[config.mk]
export PLATFORM = sky130hd
export DESIGN_NAME = tbc_core
export DESIGN_NICKNAME = d
export VERILOG_FILES = /design/src/pkg/tbc_pkg.sv /design/src/core/tbc_tick.sv /design/src/core/tbc_core.sv
export VERILOG_INCLUDE_DIRS = /design/src /design/src/pkg
export SDC_FILE = /design/constraint.sdc
export NUM_CORES = 1
export LEC_CHECK = 0
export BUFFER_PORTS_ARGS = -buffer_cell sky130_fd_sc_hd__buf_2
export CORE_MARGIN = 2
export CORE_UTILIZATION = 43
export DETAILED_ROUTE_END_ITERATION = 16
export HOLD_SLACK_MARGIN = 0.12
export PLACE_DENSITY = 0.74
export REMOVE_ABC_BUFFERS = 1
export SLEW_MARGIN = 30
export SYNTH_ARGS = -nofsm -noshare
export SYNTH_HDL_FRONTEND = slang
export SYNTH_HIERARCHICAL = 1
export SYNTH_SLANG_ARGS = --single-unit
[constraint.sdc]
create_clock -name ref_clk_i -period 3.8 [get_ports ref_clk_i]
set_input_delay 0.76 -clock ref_clk_i [delete_from_list [all_inputs] [get_ports ref_clk_i]]
set_output_delay 0.76 -clock ref_clk_i [all_outputs]
set_load 0.02 [all_outputs]
[src/pkg/tbc_defines.svh]
/*
  constants for the two-wire bus controller: timing counts, error codes,
  command codes and reset values.
  assumes a single 200 MHz processor clock feeds the controller.
*/
// Notes on behaviour
// RULE1: reading master data returns last byte received, zero-extended.
// RULE2: writing master data sets the next byte to transmit.
// RULE3: master disabled stops all activity and never drives the bus.
// RULE4: master enabled accepts commands and runs bus transactions.
// RULE5: each operation reports none, address nack, data nack or arbitration lost.
// RULE6: fast select gives 400 kbps, otherwise 100 kbps.
// RULE7: init programs speed and leaves the master enabled.
// RULE8: bus clock is derived from the processor clock.
// RULE9: clearing the master interrupt deasserts it; handler clears early.
// RULE10: disabled interrupt is masked from the line; raw keeps updating.
// RULE11: enabled interrupt forwards the active source to the line.
// RULE12: raw and masked status both available; masked is raw and enable.
// RULE13: programmable 7-bit target address sent at transaction start.
// RULE14: direction flag set means read, clear means write.
// RULE15: reading slave data returns the last byte received by the slave.
// RULE16: interrupt rises when the master finishes and is no longer busy.
// RULE17: divider rounds so the bus clock never exceeds the selected rate.
`ifndef TBC_DEFINES_SVH
`define TBC_DEFINES_SVH

`define TBC_CLK_HZ 200000000
`define TBC_STD_BPS 100000
`define TBC_FAST_BPS 400000
// quarter-period counts, rounded up so the rate never exceeds the target
`define TBC_STD_QTR ((`TBC_CLK_HZ + 4 * `TBC_STD_BPS - 1) / (4 * `TBC_STD_BPS))
`define TBC_FAST_QTR ((`TBC_CLK_HZ + 4 * `TBC_FAST_BPS - 1) / (4 * `TBC_FAST_BPS))

`define TBC_ERR_NONE 2'h0
`define TBC_ERR_ADDR_ACK 2'h1
`define TBC_ERR_DATA_ACK 2'h2
`define TBC_ERR_ARB_LOST 2'h3

// command bits: {stop, start, run}, ack bit for receive
`define TBC_CMD_RUN 0
`define TBC_CMD_START 1
`define TBC_CMD_STOP 2
`define TBC_CMD_ACK 3

`define TBC_BYTE_RST 8'h00
`define TBC_ADDR_RST 7'h00

`endif

[src/pkg/tbc_pkg.sv]
/*
  types shared by the two-wire bus controller.
  assumes tbc_defines.svh is included by the design files.
*/
package tbc_pkg;
  typedef enum logic [7:0] {
    ST_IDLE  = 8'h01,
    ST_START = 8'h02,
    ST_ADDR  = 8'h04,
    ST_AACK  = 8'h08,
    ST_DATA  = 8'h10,
    ST_DACK  = 8'h20,
    ST_STOP  = 8'h40,
    ST_HOLD  = 8'h80
  } tbc_state_t;
endpackage : tbc_pkg

[src/core/tbc_tick.sv]
/*
  quarter-bit tick divider for the two-wire bus.
  assumes the processor clock; one-cycle tick pulse out.
*/
`include "tbc_defines.svh"
module tbc_tick (
  // clock and reset
  input wire logic ref_clk_i,
  input wire logic rst_n_i,
  // control
  input wire logic run_i,
  input wire logic fast_i,
  // tick
  output logic tick_o
);
  localparam logic [9:0] STD_Q = 10'(`TBC_STD_QTR);
  localparam logic [9:0] FAST_Q = 10'(`TBC_FAST_QTR);
  logic [9:0] cnt_q;
  logic [9:0] lim;

  assign lim = fast_i ? FAST_Q : STD_Q; // RULE6 RULE17

  always_ff @(posedge ref_clk_i) begin
    if (!rst_n_i || !run_i) begin
      cnt_q <= 10'h000;
      tick_o <= 1'b0;
    end else if (cnt_q >= lim - 10'h001) begin
      cnt_q <= 10'h000;
      tick_o <= 1'b1; // RULE8
    end else begin
      cnt_q <= cnt_q + 10'h001;
      tick_o <= 1'b0;
    end
  end

  a_tick_single: assert property (@(posedge ref_clk_i) disable iff (!rst_n_i)
    tick_o |=> !tick_o) else $error("tick lasted two cycles"); // RULE17
endmodule : tbc_tick

[src/core/tbc_core.sv]
/*
  two-wire bus master with slave receive register.
  assumes open-drain pins resolved outside, inputs synchronous to the clock.
*/
`include "tbc_defines.svh"
module tbc_core (
  // clock and reset
  input wire logic ref_clk_i,
  input wire logic rst_n_i,
  // master control
  input wire logic init_i,
  input wire logic enable_set_i,
  input wire logic enable_clr_i,
  input wire logic fast_rate_select_i,
  input wire logic [6:0] target_bus_address_i,
  input wire logic read_direction_flag_i,
  input wire logic addr_wr_i,
  input wire logic [7:0] tx_data_i,
  input wire logic tx_wr_i,
  input wire logic [3:0] cmd_i,
  input wire logic cmd_wr_i,
  // interrupt control
  input wire logic int_clr_i,
  input wire logic int_en_set_i,
  input wire logic int_en_clr_i,
  input wire logic masked_status_select_i,
  // master status
  output logic [7:0] master_rx_data_o,
  output logic [1:0] error_status_o,
  output logic arbitration_lost_error_o,
  output logic busy_o,
  output logic bus_busy_o,
  output logic enabled_o,
  output logic int_status_o,
  output logic irq_o,
  // slave receive
  input wire logic [6:0] own_address_i,
  output logic [7:0] slave_rx_data_o,
  // bus pins
  input wire logic scl_i,
  output logic scl_o,
  output logic scl_oe_o,
  input wire logic sda_i,
  output logic sda_o,
  output logic sda_oe_o
);
  tbc_pkg::tbc_state_t st_q;
  logic en_q, fast_q, dir_q, int_raw_q, int_en_q, ack_q, stop_q;
  logic [6:0] addr_q;
  logic [7:0] tx_q, sh_q;
  logic [2:0] bit_q;
  logic [1:0] ph_q;
  logic tick, done;
  logic scl_d_q, sda_d_q, s_act_q, s_hit_q;
  logic [3:0] s_cnt_q;
  logic [7:0] s_sh_q;

  tbc_tick u_tick (
    .ref_clk_i(ref_clk_i),
    .rst_n_i(rst_n_i),
    .run_i(en_q && st_q != tbc_pkg::ST_IDLE),
    .fast_i(fast_q),
    .tick_o(tick)
  );

  always_ff @(posedge ref_clk_i) begin
    if (!rst_n_i) begin
      en_q <= 1'b0;
      fast_q <= 1'b0;
    end else if (init_i) begin
      fast_q <= fast_rate_select_i; // RULE7
      en_q <= 1'b1; // RULE7
    end else if (enable_clr_i) begin
      en_q <= 1'b0; // RULE3
    end else if (enable_set_i) begin
      en_q <= 1'b1; // RULE4
    end
  end

  always_ff @(posedge ref_clk_i) begin
    if (!rst_n_i) begin
      addr_q <= `TBC_ADDR_RST;
      dir_q <= 1'b0;
      tx_q <= `TBC_BYTE_RST;
    end else begin
      if (addr_wr_i) begin
        addr_q <= target_bus_address_i; // RULE13
        dir_q <= read_direction_flag_i; // RULE14
      end
      if (tx_wr_i) begin
        tx_q <= tx_data_i; // RULE2
      end
    end
  end

  // a phase is one quarter bit: 0 low, 1 data set, 2 high, 3 sample
  assign done = tick && ph_q == 2'h3;

  always_ff @(posedge ref_clk_i) begin
    if (!rst_n_i || !en_q) begin
      st_q <= tbc_pkg::ST_IDLE; // RULE3
      ph_q <= 2'h0;
      bit_q <= 3'h7;
      sh_q <= 8'h00;
      scl_oe_o <= 1'b0;
      sda_oe_o <= 1'b0;
      busy_o <= 1'b0;
      error_status_o <= `TBC_ERR_NONE;
      master_rx_data_o <= `TBC_BYTE_RST;
      ack_q <= 1'b0;
      stop_q <= 1'b0;
    end else begin
      if (tick) begin
        ph_q <= ph_q + 2'h1;
      end
      case (st_q)
        tbc_pkg::ST_IDLE, tbc_pkg::ST_HOLD: begin
          ph_q <= 2'h0;
          if (cmd_wr_i && cmd_i[`TBC_CMD_RUN]) begin // RULE4
            busy_o <= 1'b1;
            ack_q <= cmd_i[`TBC_CMD_ACK];
            stop_q <= cmd_i[`TBC_CMD_STOP];
            error_status_o <= `TBC_ERR_NONE;
            bit_q <= 3'h7;
            if (cmd_i[`TBC_CMD_START]) begin
              st_q <= tbc_pkg::ST_START;
              sh_q <= {addr_q, dir_q}; // RULE13 RULE14
            end else begin
              st_q <= tbc_pkg::ST_DATA;
              sh_q <= dir_q ? 8'hFF : tx_q;
            end
          end else if (cmd_wr_i && cmd_i[`TBC_CMD_STOP]) begin
            st_q <= tbc_pkg::ST_STOP;
            busy_o <= 1'b1;
          end
        end
        tbc_pkg::ST_START: begin
          if (st_q == tbc_pkg::ST_START && bus_busy_o && !sda_oe_o) begin
            error_status_o <= `TBC_ERR_ARB_LOST; // RULE5
            busy_o <= 1'b0;
            st_q <= tbc_pkg::ST_IDLE;
          end else begin
            sda_oe_o <= 1'b1;
            if (done) begin
              scl_oe_o <= 1'b1;
              st_q <= tbc_pkg::ST_ADDR;
            end
          end
        end
        tbc_pkg::ST_ADDR, tbc_pkg::ST_DATA: begin
          if (tick && ph_q == 2'h0) begin
            scl_oe_o <= 1'b1;
            sda_oe_o <= !sh_q[7];
          end
          if (tick && ph_q == 2'h1) begin
            scl_oe_o <= 1'b0;
          end
          // a receiving master leaves data released, so only sent bits contend
          if (tick && ph_q == 2'h2 && (st_q == tbc_pkg::ST_ADDR || !dir_q)
              && sda_oe_o != !sda_i) begin
            error_status_o <= `TBC_ERR_ARB_LOST; // RULE5
            sda_oe_o <= 1'b0;
            busy_o <= 1'b0;
            st_q <= tbc_pkg::ST_IDLE;
          end
          if (done) begin
            scl_oe_o <= 1'b1;
            sh_q <= {sh_q[6:0], sda_i};
            bit_q <= bit_q - 3'h1;
            if (bit_q == 3'h0) begin
              st_q <= st_q == tbc_pkg::ST_ADDR ? tbc_pkg::ST_AACK
                                              : tbc_pkg::ST_DACK;
            end
          end
        end
        default: begin
          // ack bit or stop condition
          if (tick && ph_q == 2'h0) begin
            scl_oe_o <= 1'b1;
            if (st_q == tbc_pkg::ST_STOP) begin
              sda_oe_o <= 1'b1;
            end else begin
              sda_oe_o <= st_q == tbc_pkg::ST_DACK && dir_q && ack_q;
            end
          end
          if (tick && ph_q == 2'h1) begin
            scl_oe_o <= 1'b0;
          end
          if (tick && ph_q == 2'h2 && st_q == tbc_pkg::ST_STOP) begin
            sda_oe_o <= 1'b0;
          end
          if (done) begin
            bit_q <= 3'h7;
            if (st_q == tbc_pkg::ST_STOP) begin
              busy_o <= 1'b0; // RULE16
              st_q <= tbc_pkg::ST_IDLE;
            end else if (st_q == tbc_pkg::ST_AACK && sda_i) begin
              error_status_o <= `TBC_ERR_ADDR_ACK; // RULE5
              st_q <= tbc_pkg::ST_STOP;
              scl_oe_o <= 1'b1;
            end else if (st_q == tbc_pkg::ST_AACK) begin
              st_q <= tbc_pkg::ST_DATA;
              sh_q <= dir_q ? 8'hFF : tx_q;
              scl_oe_o <= 1'b1;
            end else begin
              scl_oe_o <= 1'b1;
              if (dir_q) begin
                master_rx_data_o <= sh_q; // RULE1
              end else if (sda_i) begin
                error_status_o <= `TBC_ERR_DATA_ACK; // RULE5
              end
              if (stop_q || (!dir_q && sda_i)) begin
                st_q <= tbc_pkg::ST_STOP;
              end else begin
                st_q <= tbc_pkg::ST_HOLD;
                busy_o <= 1'b0; // RULE16
              end
            end
          end
        end
      endcase
    end
  end

  assign scl_o = 1'b0;
  assign sda_o = 1'b0;

  always_ff @(posedge ref_clk_i) begin
    if (!rst_n_i) begin
      arbitration_lost_error_o <= 1'b0;
      enabled_o <= 1'b0;
    end else begin
      arbitration_lost_error_o <= error_status_o == `TBC_ERR_ARB_LOST;
      enabled_o <= en_q;
    end
  end

  // interrupt: set on busy fall wins over a clear in the same cycle
  logic busy_d_q;
  always_ff @(posedge ref_clk_i) begin
    if (!rst_n_i) begin
      busy_d_q <= 1'b0;
      int_raw_q <= 1'b0;
      int_en_q <= 1'b0;
      int_status_o <= 1'b0;
      irq_o <= 1'b0;
    end else begin
      busy_d_q <= busy_o;
      if (busy_d_q && !busy_o) begin
        int_raw_q <= 1'b1; // RULE16 RULE10
      end else if (int_clr_i) begin
        int_raw_q <= 1'b0; // RULE9
      end
      if (int_en_set_i) begin
        int_en_q <= 1'b1; // RULE11
      end else if (int_en_clr_i) begin
        int_en_q <= 1'b0; // RULE10
      end
      irq_o <= int_raw_q && int_en_q; // RULE10 RULE11
      int_status_o <= masked_status_select_i ? int_raw_q && int_en_q
                                             : int_raw_q; // RULE12
    end
  end

  // bus watcher and slave receiver
  always_ff @(posedge ref_clk_i) begin
    if (!rst_n_i) begin
      scl_d_q <= 1'b1;
      sda_d_q <= 1'b1;
      bus_busy_o <= 1'b0;
      s_act_q <= 1'b0;
      s_hit_q <= 1'b0;
      s_cnt_q <= 4'h0;
      s_sh_q <= 8'h00;
      slave_rx_data_o <= `TBC_BYTE_RST;
    end else begin
      scl_d_q <= scl_i;
      sda_d_q <= sda_i;
      if (scl_i && sda_d_q && !sda_i) begin
        bus_busy_o <= 1'b1;
        s_act_q <= 1'b1;
        s_hit_q <= 1'b0;
        s_cnt_q <= 4'h0;
      end else if (scl_i && !sda_d_q && sda_i) begin
        bus_busy_o <= 1'b0;
        s_act_q <= 1'b0;
      end else if (s_act_q && !scl_d_q && scl_i) begin
        if (s_cnt_q == 4'h8) begin
          s_cnt_q <= 4'h0;
          if (s_sh_q[7:1] == own_address_i && !s_sh_q[0] && !s_hit_q) begin
            s_hit_q <= 1'b1;
          end else if (s_hit_q) begin
            slave_rx_data_o <= s_sh_q; // RULE15
          end
        end else begin
          s_sh_q <= {s_sh_q[6:0], sda_i};
          s_cnt_q <= s_cnt_q + 4'h1;
        end
      end
    end
  end

  a_off_quiet: assert property (@(posedge ref_clk_i) disable iff (!rst_n_i)
    !en_q |=> !scl_oe_o && !sda_oe_o && !busy_o) // RULE3
    else $error("disabled master drove the bus");
  a_init_enables: assert property (@(posedge ref_clk_i) disable iff (!rst_n_i)
    init_i |=> en_q && fast_q == $past(fast_rate_select_i)) // RULE7
    else $error("init did not enable or set speed");
  a_int_on_done: assert property (@(posedge ref_clk_i) disable iff (!rst_n_i)
    $fell(busy_o) |=> int_raw_q) // RULE16
    else $error("no interrupt after done");
  a_int_clear: assert property (@(posedge ref_clk_i) disable iff (!rst_n_i)
    int_clr_i && !(busy_d_q && !busy_o) |=> !int_raw_q) // RULE9
    else $error("clear did not drop interrupt");
  a_irq_masked: assert property (@(posedge ref_clk_i) disable iff (!rst_n_i)
    !int_en_q |=> !irq_o) // RULE10
    else $error("masked interrupt reached line");
  a_irq_forward: assert property (@(posedge ref_clk_i) disable iff (!rst_n_i)
    int_raw_q && int_en_q |=> irq_o) // RULE11
    else $error("enabled interrupt not forwarded");
  a_status_sel: assert property (@(posedge ref_clk_i) disable iff (!rst_n_i)
    masked_status_select_i && !int_en_q |=> !int_status_o) // RULE12
    else $error("masked status ignores enable");
  a_addr_store: assert property (@(posedge ref_clk_i) disable iff (!rst_n_i)
    addr_wr_i |=> addr_q == $past(target_bus_address_i)
      && dir_q == $past(read_direction_flag_i)) // RULE13
    else $error("address or direction not stored");
  a_tx_store: assert property (@(posedge ref_clk_i) disable iff (!rst_n_i)
    tx_wr_i |=> tx_q == $past(tx_data_i)) // RULE2
    else $error("tx byte not stored");
  a_arb_flag: assert property (@(posedge ref_clk_i) disable iff (!rst_n_i)
    error_status_o == `TBC_ERR_ARB_LOST && en_q
      |=> arbitration_lost_error_o) // RULE5
    else $error("arbitration flag missing");
endmodule : tbc_core

==> results of run 1 <==
## synth_stat cells (9+ instances only)
| cell type | number | area (µm²) |
|---|---|---|
| a21oi_1 | 26 | 130 |
| clkbuf_1 | 14 | 52.6 |
| dfxtp_1 | 96 | 1920 |
| ha_1 | 15 | 188 |
| inv_1 | 17 | 63.8 |
| mux2i_1 | 42 | 420 |
| nand2_1 | 31 | 116 |
| nand3_1 | 9 | 45.0 |
| nor2_1 | 39 | 146 |
| nor2b_1 | 36 | 225 |
| nor3_1 | 26 | 130 |
| o21ai_0 | 24 | 120 |
| xor2_1 | 13 | 114 |
## worst min-delay path: cells and delay by family, from the launching register on
| family | cells | cell delay, ps |
|---|---|---|
| simple gates | 2 | 120 |
| flops | 1 | 320 |
## cell type report
class                           count  share of cell area (%)
Clock buffer                       11                    2.64
Clock inverter                      5                    1.94
Inverter                           18                    1.26
Multi-Input combinational cell    372                    48.4
Sequential cell                    96                    35.9
Tap cell                          140                    3.28
Timing Repair Buffer               69                    6.55
## logic make-up (layout without fill, tap and decap cells)
logic type / after synthesis / in the layout / synth area share (%)
XOR/XNOR: 19 / 19 / 3.51
other: 1 / 2 / 0.0791
AO/OA/AOI/OAI: 98 / 98 / 14.8
AND/OR/NAND/NOR: 196 / 196 / 23.3
multiplexers: 42 / 42 / 8.87
buffers and inverters: 45 / 103 / 4.91
flip-flops: 96 / 96 / 40.6
adder cells (fa/ha/maj): 15 / 15 / 3.96
## flip-flops by register name (all words and copies together) (netlist names), 3 cells and up
signal / cells
st_q: 8
sh_q: 8
s_cnt_q: 4
master_rx_data_o: 8
s_sh_q: 8
slave_rx_data_o: 8
addr_q: 7
u_tick/cnt_q: 10
tx_q: 8
bit_q: 3
## metrics by stage
step | utilization [%] | setup WS, ps | total power [µW]
6_report | 49.5 | 815 | 2060
5_1_grt | 49.5 | 687 | 2140
4_1_cts | 49.5 | 874 | 2080
3_5_place_dp | 47.3 | 881 | 1270
3_3_place_gp | 47.3 | 993 | 1270
2_1_floorplan | - | 1310 | 1190
## cells in the final DEF, fill, tap and decap left out, types with 5 or more instances in the layout
master,Yosys,layout
xnor2_1,6,6
a221oi_1,5,5
inv_1,17,17
nor2b_1,36,36
clkbuf_8,0,10
and2_1,6,6
o21ai_0,24,24
nand2b_1,5,5
a21oi_1,26,26
dfxtp_1,96,96
nor2_1,39,39
buf_2,3,67
xor2_1,13,13
and3_1,7,7
nand2_1,31,31
nor3_1,26,26
nand3_1,9,9
ha_1,15,15
mux2i_1,42,42
## final timing paths
kind | start | to | slack, ps | cells past startpoint
max | st_q[2] | st_q[6] | 810 | 6
min reg2reg | int_raw_q | irq_o | 480 | 2
min | int_raw_q | irq_o | 480 | 2
max reg2reg | st_q[2] | st_q[6] | 810 | 6
## power by group through the flow
stage / logic [µW] / clock network [µW] / registers, µW
after floorplan: 126 / 0 / 1070
after global placement: 196 / 0 / 1070
after detailed placement: 200 / 0 / 1070
after CTS: 201 / 829 / 1050
after global routing: 222 / 867 / 1050
final: 202 / 806 / 1050
## per-layer routing
layer  share of wire (%)  GRT usage (%)  up-vias
met4                 2.4           8.79        0
li1                    -              -     1919
met3                 4.9           4.78       22
met2                  48           31.6      106
met1                  45           23.8     1795
met5                   0              0        -
==> impl_metrics.csv, run 1 <==
group,metric,value,unit
clocking,clk_latency,380,ps
yosys,ys_seq_elements,96,
yosys,ys_warn_count,6,
power,p_per_area,384,nW/µm²
yosys,seq_area_frac_synth,40.6,%
run,drv_cap,0,
finish,multi_input_area,2590,µm²
clocking,cts_setup_buffers,0,
setup_path,worst_setup_path_start_kind,"flip-flop",
setup_path,crit_chain,"nor2b_1 -> o211a_1 -> nor3_1 -> a221o_2 -> o21a_4 -> a22o_1",
clocking,clock_path_buffers,2,
sta,period_share,78.6,%
sta,hold_violations,0,
clocking,hold_buffers,0,
placed_design,placedCellCount,695,
finish,final_nets,623,
global_route,grt_pass1_vias,3680,
finish,diodes,0,
clocking,post_cts_resized,0,
placed_design,place_hpwl,7.91,mm
setup_path,worst_ep_arrival_time,3260,ps
min_path,min_path_type,"reg -> reg",
routing,avgViaCountPerCell,5.40,
setup_path,cpPeakStageDelay,690,ps
yosys,async_flop_share,0,%
finish,final_cells,711,
sta,finalSetupViolations,0,
floorplanning,fp-row-count,38,
floorplanning,dieArea,11900,µm²
routing,vias,3842,
run_status,status,"finished, final reports clean",
clocking,clkTransAtPathRegs,90,ps
yosys,yosys_most_used_dff,"dfxtp_1",
setup_path,crit_family,"compound AO/OA/AOI/OAI gates",
sta,drv_slew,0,
finish,fin_area,5350,µm²
yosys,synth_cells,512,
placed_design,io_buffers,67,
sta,finalClockSkew,9.66,ps
setup_path,crit_type,"reg -> reg",
setup_path,crit_path_end_kind,"flip-flop",
setup_path,path_buf_inv,0,
global_route,gr-total-overflow,0,
finish,final-seq-area,1920,µm²
sta,fin_crit,2990,ps
routing,drc,0,
global_route,grt_max_degree,46,
setup_path,critPathRequiredTime,4080,ps
routing,ant_nets,0,
power,p_clk_share,39.2,%
power,p_leak,0.00216,µW
placed_design,dpl_cell_area,5100,µm²
setup_path,cp_slowest_cell,"o211a_1",
global_route,grt_pass1_wl,17.7,mm
clocking,h-tree-depth,3,
yosys,avgSynthCellArea,9.25,µm²
sta,fmax,335,MHz
clocking,cts-root-buf,"clkbuf_8",
sta,worst_pin_slew,763,ps
floorplanning,core,10800,µm²
yosys,synth.distinct_cells,70,
global_route,track_usage,19.3,%
finish,drive_gt1_share,19.4,%
clocking,cts_buffers,9,
yosys,synth_edf_count,0,
power,seqPwrFrac,51.0,%
power,swShare,23.8,%
finish,syn2layout_area_growth,12.9,%
clocking,clock-sinks,96,
floorplanning,initial_core_util,43.9,%
clocking,cts_tree,"yes",
sta,hold_ws,477,ps
placed_design,place_congestion,0.902,
sta,relSlewSlack,48.8,%
floorplanning,die_x,109,µm
floorplanning,die_h,109,µm
sta,rsz0062_at_grt,"no",
floorplanning,io_pins,70,
power,p_switching,490,µW
power,intPower,1570,µW
sta,setup_tns,0,ps
power,ir_drop,0.000298,V
setup_path,critPathMaxFanout,22,
routing,drt_iter0_drc,138,
yosys,synth_area,4740,µm²
power,p_comb_share,9.8,%
global_route,antenna_found_initial,0,
finish,n_fill_cell,1019,
routing,wl_per_cell,15.2,µm
routing,drtPass1Iterations,5,
routing,finalWirelength,10.8,mm
Note: power is estimated with default switching activity, not from simulation.
==> run 2, diff against run 1 <==
==> constraint.sdc (replaced) <==
create_clock -name ref_clk_i -period 2.8 [get_ports ref_clk_i]
set_input_delay 0.56 -clock ref_clk_i [delete_from_list [all_inputs] [get_ports ref_clk_i]]
set_output_delay 0.56 -clock ref_clk_i [all_outputs]
set_load 0.02 [all_outputs]
==> impl_metrics.csv, run 2 (synthesized netlist as in run 1, its figures left out) <==
group,metric,value,unit
clocking,post_cts_resized,0,
sta,period_share,89.2,%
routing,drtPass1Iterations,5,
routing,drc,0,
setup_path,critPathRequiredTime,3040,ps
floorplanning,fp-row-count,38,
routing,finalWirelength,11.1,mm
clocking,cts_tree,"yes",
sta,finalClockSkew,11.3,ps
finish,final_nets,632,
placed_design,dpl_cell_area,5170,µm²
routing,drt_iter0_drc,173,
clocking,clk_latency,370,ps
setup_path,worst_ep_arrival_time,2730,ps
finish,layout_commonest_cell,"dfxtp_1",
sta,fin_crit,2500,ps
sta,worst_pin_slew,777,ps
power,p_leak,0.00220,µW
routing,wl_per_cell,15.4,µm
global_route,grt_pass1_wl,18.1,mm
power,p_clk_share,39.6,%
global_route,gr-total-overflow,0,
power,swShare,24.3,%
sta,rsz0062_at_grt,"no",
run,drv_cap,0,
placed_design,place_hpwl,8.21,mm
setup_path,crit_type,"reg -> reg",
floorplanning,die_x,109,µm
power,seqPwrFrac,50.5,%
clocking,clkTransAtPathRegs,100,ps
floorplanning,io_pins,70,
finish,diodes,0,
clocking,cts_buffers,9,
global_route,grt_pass1_vias,3756,
global_route,track_usage,19.5,%
setup_path,crit_path_end_kind,"flip-flop",
finish,n_fill_cell,1012,
power,p_switching,684,µW
sta,relSlewSlack,47.9,%
floorplanning,die_h,109,µm
finish,fin_area,5420,µm²
floorplanning,core,10800,µm²
sta,fmax,400,MHz
finish,layout_common_cells,"96 x dfxtp_1, 67 x buf_2, 42 x mux2i_1",
placed_design,io_buffers,67,
power,intPower,2130,µW
min_path,min_path_type,"in -> reg",
placed_design,place_congestion,0.921,
finish,syn2layout_area_growth,14.4,%
placed_design,placedCellCount,704,
power,p_per_area,519,nW/µm²
setup_path,worst_setup_path_start_kind,"flip-flop",
clocking,cts-root-buf,"clkbuf_8",
routing,vias,3819,
finish,drive_gt1_share,20.9,%
clocking,clock-sinks,96,
min_path,hold-path-cell-count,2,
sta,drv_slew,0,
floorplanning,initial_core_util,43.9,%
routing,avgViaCountPerCell,5.30,
clocking,clock_path_buffers,2,
floorplanning,dieArea,11900,µm²
power,ir_drop,0.000255,V
clocking,cts_setup_buffers,0,
global_route,grt_max_degree,46,
setup_path,critPathMaxFanout,15,
setup_path,r2r_cells,6,
sta,hold_violations,0,
sta,setup_tns,0,ps
finish,final_cells,720,
routing,ant_nets,0,
global_route,antenna_found_initial,0,
finish,regMostFlops,"u_tick/cnt_q",
clocking,hold_buffers,0,
power,p_comb_share,10.0,%
run_status,status,"finished, final reports clean",
clocking,h-tree-depth,3,
finish,largest_reg_flops,10,
sta,finalSetupViolations,0,
run 2: metal layers:
metal / up-vias / routed length [µm] / track usage [%]
met5: - / 0 / 0
met4: 0 / 189 / 6.32
met3: 15 / 608 / 4.30
met2: 100 / 5380 / 32.7
met1: 1772 / 4880 / 24.9
li1: 1932 / - / -
run 2: final timing paths:
kind | slack, ps | end | from
max | 300 | sh_q[4] | st_q[3]
min | 360 | int_status_o | masked_status_select_i
max reg2reg | 300 | sh_q[4] | st_q[3]
min reg2reg | 470 | irq_o | int_en_q
run 2: critical path: stages (launching register included):
cell      delay [ps]
dfxtp_1          380
or4_4            600
or4_4            500
a21oi_4          400
nor3_1            90
a221oi_1         270
a21oi_1          110
run 2: cell type report:
cell class              instances  area (µm²)  share of cell area [%]
clock buffers                  10         138                    2.54
inverters                      18        67.6                    1.25
well taps                     140         175                    3.23
multi-input cells             372        2590                    47.7
flip-flops and latches         96        1920                    35.4
clock inverters                 6         114                    2.10
repair buffers                 78         418                    7.71
run 2: power by group through the flow:
stage	Sequential (µW)	Clock (µW)	Combinational (µW)
final	1420	1110	280
after CTS	1420	1140	279
after detailed placement	1450	0	277
after global routing	1430	1190	308
after floorplan	1450	0	171
after global placement	1450	0	272
run 2: metrics by stage:
stage,util (%),total power (µW),hold WS [ps],setup slack [ps]
after floorplan,-,1620,429,306
after CTS,50.2,2840,342,317
after detailed placement,47.9,1730,461,350
final,50.2,2820,355,302
after global routing,50.2,2930,348,149
after global placement,47.9,1720,445,417
==> run 3, diff against run 2 <==
--- a/config.mk
+++ b/config.mk
@@ -11,6 +11,7 @@
 export CORE_UTILIZATION = 43
 export DETAILED_ROUTE_END_ITERATION = 16
 export HOLD_SLACK_MARGIN = 0.12
+export MAX_ROUTING_LAYER = met4
 export PLACE_DENSITY = 0.74
 export REMOVE_ABC_BUFFERS = 1
 export SLEW_MARGIN = 30
==> impl_metrics.csv, run 3 (synthesized netlist as in run 1, its figures left out) <==
group,metric,value,unit
finish,diodes,0,
floorplanning,core,10800,µm²
sta,period_share,89.6,%
setup_path,cp_slowest_cell,"or4_4",
routing,wl_per_cell,15.4,µm
sta,hold_violations,0,
routing,finalWirelength,11.0,mm
clocking,post_cts_resized,0,
setup_path,path_buf_inv,0,
clocking,cts_buffers,9,
finish,final_nets,628,
setup_path,crit_path_end_kind,"flip-flop",
placed_design,place_congestion,0.959,
power,ir_drop,0.000248,V
floorplanning,io_pins,70,
setup_path,setup.worst_path.end,"sh_q[2]",
run_status,status,"finished, final reports clean",
clocking,clock-sinks,96,
sta,setup_tns,0,ps
clocking,clk_latency,380,ps
routing,ant_nets,0,
clocking,hold_buffers,0,
global_route,grt_max_degree,25,
global_route,gr-total-overflow,0,
finish,layout_commonest_cell,"dfxtp_1",
clocking,h-tree-depth,3,
setup_path,r2r_setup_slack,290,ps
clocking,cts_setup_buffers,0,
placed_design,io_buffers,67,
setup_path,r2r_end,"sh_q[2]",
setup_path,crit_chain,"or2b_2 -> or4_4 -> a21oi_4 -> nor3_1 -> a221oi_1 -> a21oi_1",
sta,rsz0062_at_grt,"no",
finish,drive_gt1_share,20.3,%
clocking,clkTransAtPathRegs,100,ps
sta,finalSetupViolations,0,
global_route,track_usage,19.8,%
power,p_per_area,509,nW/µm²
clocking,cts-root-buf,"clkbuf_8",
floorplanning,die_h,109,µm
sta,fin_crit,2510,ps
run,drv_cap,0,
setup_path,r2r_start,"st_q[0]",
setup_path,worst_setup_path_start_kind,"flip-flop",
routing,dr_wl_met2,5.33,mm
setup_path,critPathRequiredTime,3050,ps
sta,relSlewSlack,46.9,%
routing,avgViaCountPerCell,5.46,
routing,top_layer,"met4",
floorplanning,dieArea,11900,µm²
setup_path,crit_family,"simple AND/OR/NAND/NOR gates",
routing,drc,0,
routing,vias,3906,
routing,drt_iter0_drc,200,
floorplanning,initial_core_util,43.9,%
setup_path,worst_ep_arrival_time,2760,ps
finish,regMostFlops,"u_tick/cnt_q",
global_route,grt_pass1_vias,3746,
setup_path,critPathMaxFanout,15,
setup_path,crit_type,"reg -> reg",
finish,syn2layout_area_growth,13.3,%
global_route,antenna_found_initial,0,
sta,finalClockSkew,13.9,ps
finish,layout_common_cells,"96 x dfxtp_1, 67 x buf_2, 42 x mux2i_1",
sta,drv_slew,0,
power,p_leak,0.00218,µW
power,total_power,2730,µW
min_path,min_path_type,"in -> reg",
routing,met1_length,4.88,mm
sta,fmax,399,MHz
setup_path,r2r_cells,6,
setup_path,cp_num_cells,6,
floorplanning,fp-row-count,38,
routing,wl_met3,533,µm
setup_path,cp-startpoint,"st_q[0]",
floorplanning,die_x,109,µm
clocking,clock_path_buffers,2,
finish,largest_reg_flops,10,
placed_design,place_hpwl,8.17,mm
sta,worst_pin_slew,792,ps
sta,hold_ws,365,ps
clocking,cts_tree,"yes",
routing,drtPass1Iterations,6,
setup_path,cpPeakStageDelay,560,ps
finish,n_fill_cell,1023,
global_route,grt_pass1_wl,17.9,mm
==> run 3: cell count changes in the layout (fill, tap and decap cells not counted) <==
cell	change
bufinv_16	-1
inv_6	+1
buf_4	-4
clkinvlp_4	-2
clkbuf_8	-1
inv_8	+1
clkinv_4	+1
clkinv_2	+1
==> run 3: routing by layer <==
metal,up-vias,global-route usage [%]
li1,1929,-
met1,1845,24.0
met2,106,31.7
met3,26,4.78
met4,0,7.88
met5,-,-
==> run 3: how the worst min path moves through the flow <==
stage / from / endpoint / slack [ps] / cells past startpoint
floorplan: s_hit_q / s_hit_q / 430 / 2
global placement: int_en_q / irq_o / 440 / 2
detailed placement: int_raw_q / int_status_o / 460 / 2
CTS: masked_status_select_i / int_status_o / 340 / 2
global route: masked_status_select_i / int_status_o / 360 / 2
finish: masked_status_select_i / int_status_o / 360 / 2
==> run 3: layout make-up <==
type	instances	area [µm²]	share of cell area, %
multi-input combinational	372	2590	48.2
sequential	96	1920	35.8
timing repair buffer	74	388	7.23
tap	140	175	3.26
clock buffer	9	124	2.31
clock inverter	7	103	1.91
inverter	18	67.6	1.26
==> run 3: through the flow <==
step | utilization [%] | cell area, µm² | worst slack (ps) | std cells
6_report | 49.7 | 5370 | 291 | 716
5_1_grt | 49.7 | 5370 | 59.2 | 716
4_1_cts | 49.7 | 5370 | 290 | 716
3_5_place_dp | 47.6 | 5140 | 341 | 700
3_3_place_gp | 47.6 | 5140 | 402 | 700
2_1_floorplan | - | 4580 | 306 | 486
==> run 3: report_power, final <==
| group | switching, µW | internal, µW | leakage [µW] |
|---|---|---|---|
| Clock | 523 | 516 | 0.000116 |
| Sequential | 29.7 | 1390 | 0.000779 |
| Combinational | 156 | 116 | 0.00129 |
==> run 3: worst register-to-register path, cell delays in order (launching register included) <==
cell and delay [ps]:
dfxtp_1 550, or2b_2 400, or4_4 560, a21oi_4 410
nor3_1 110, a221oi_1 250, a21oi_1 100
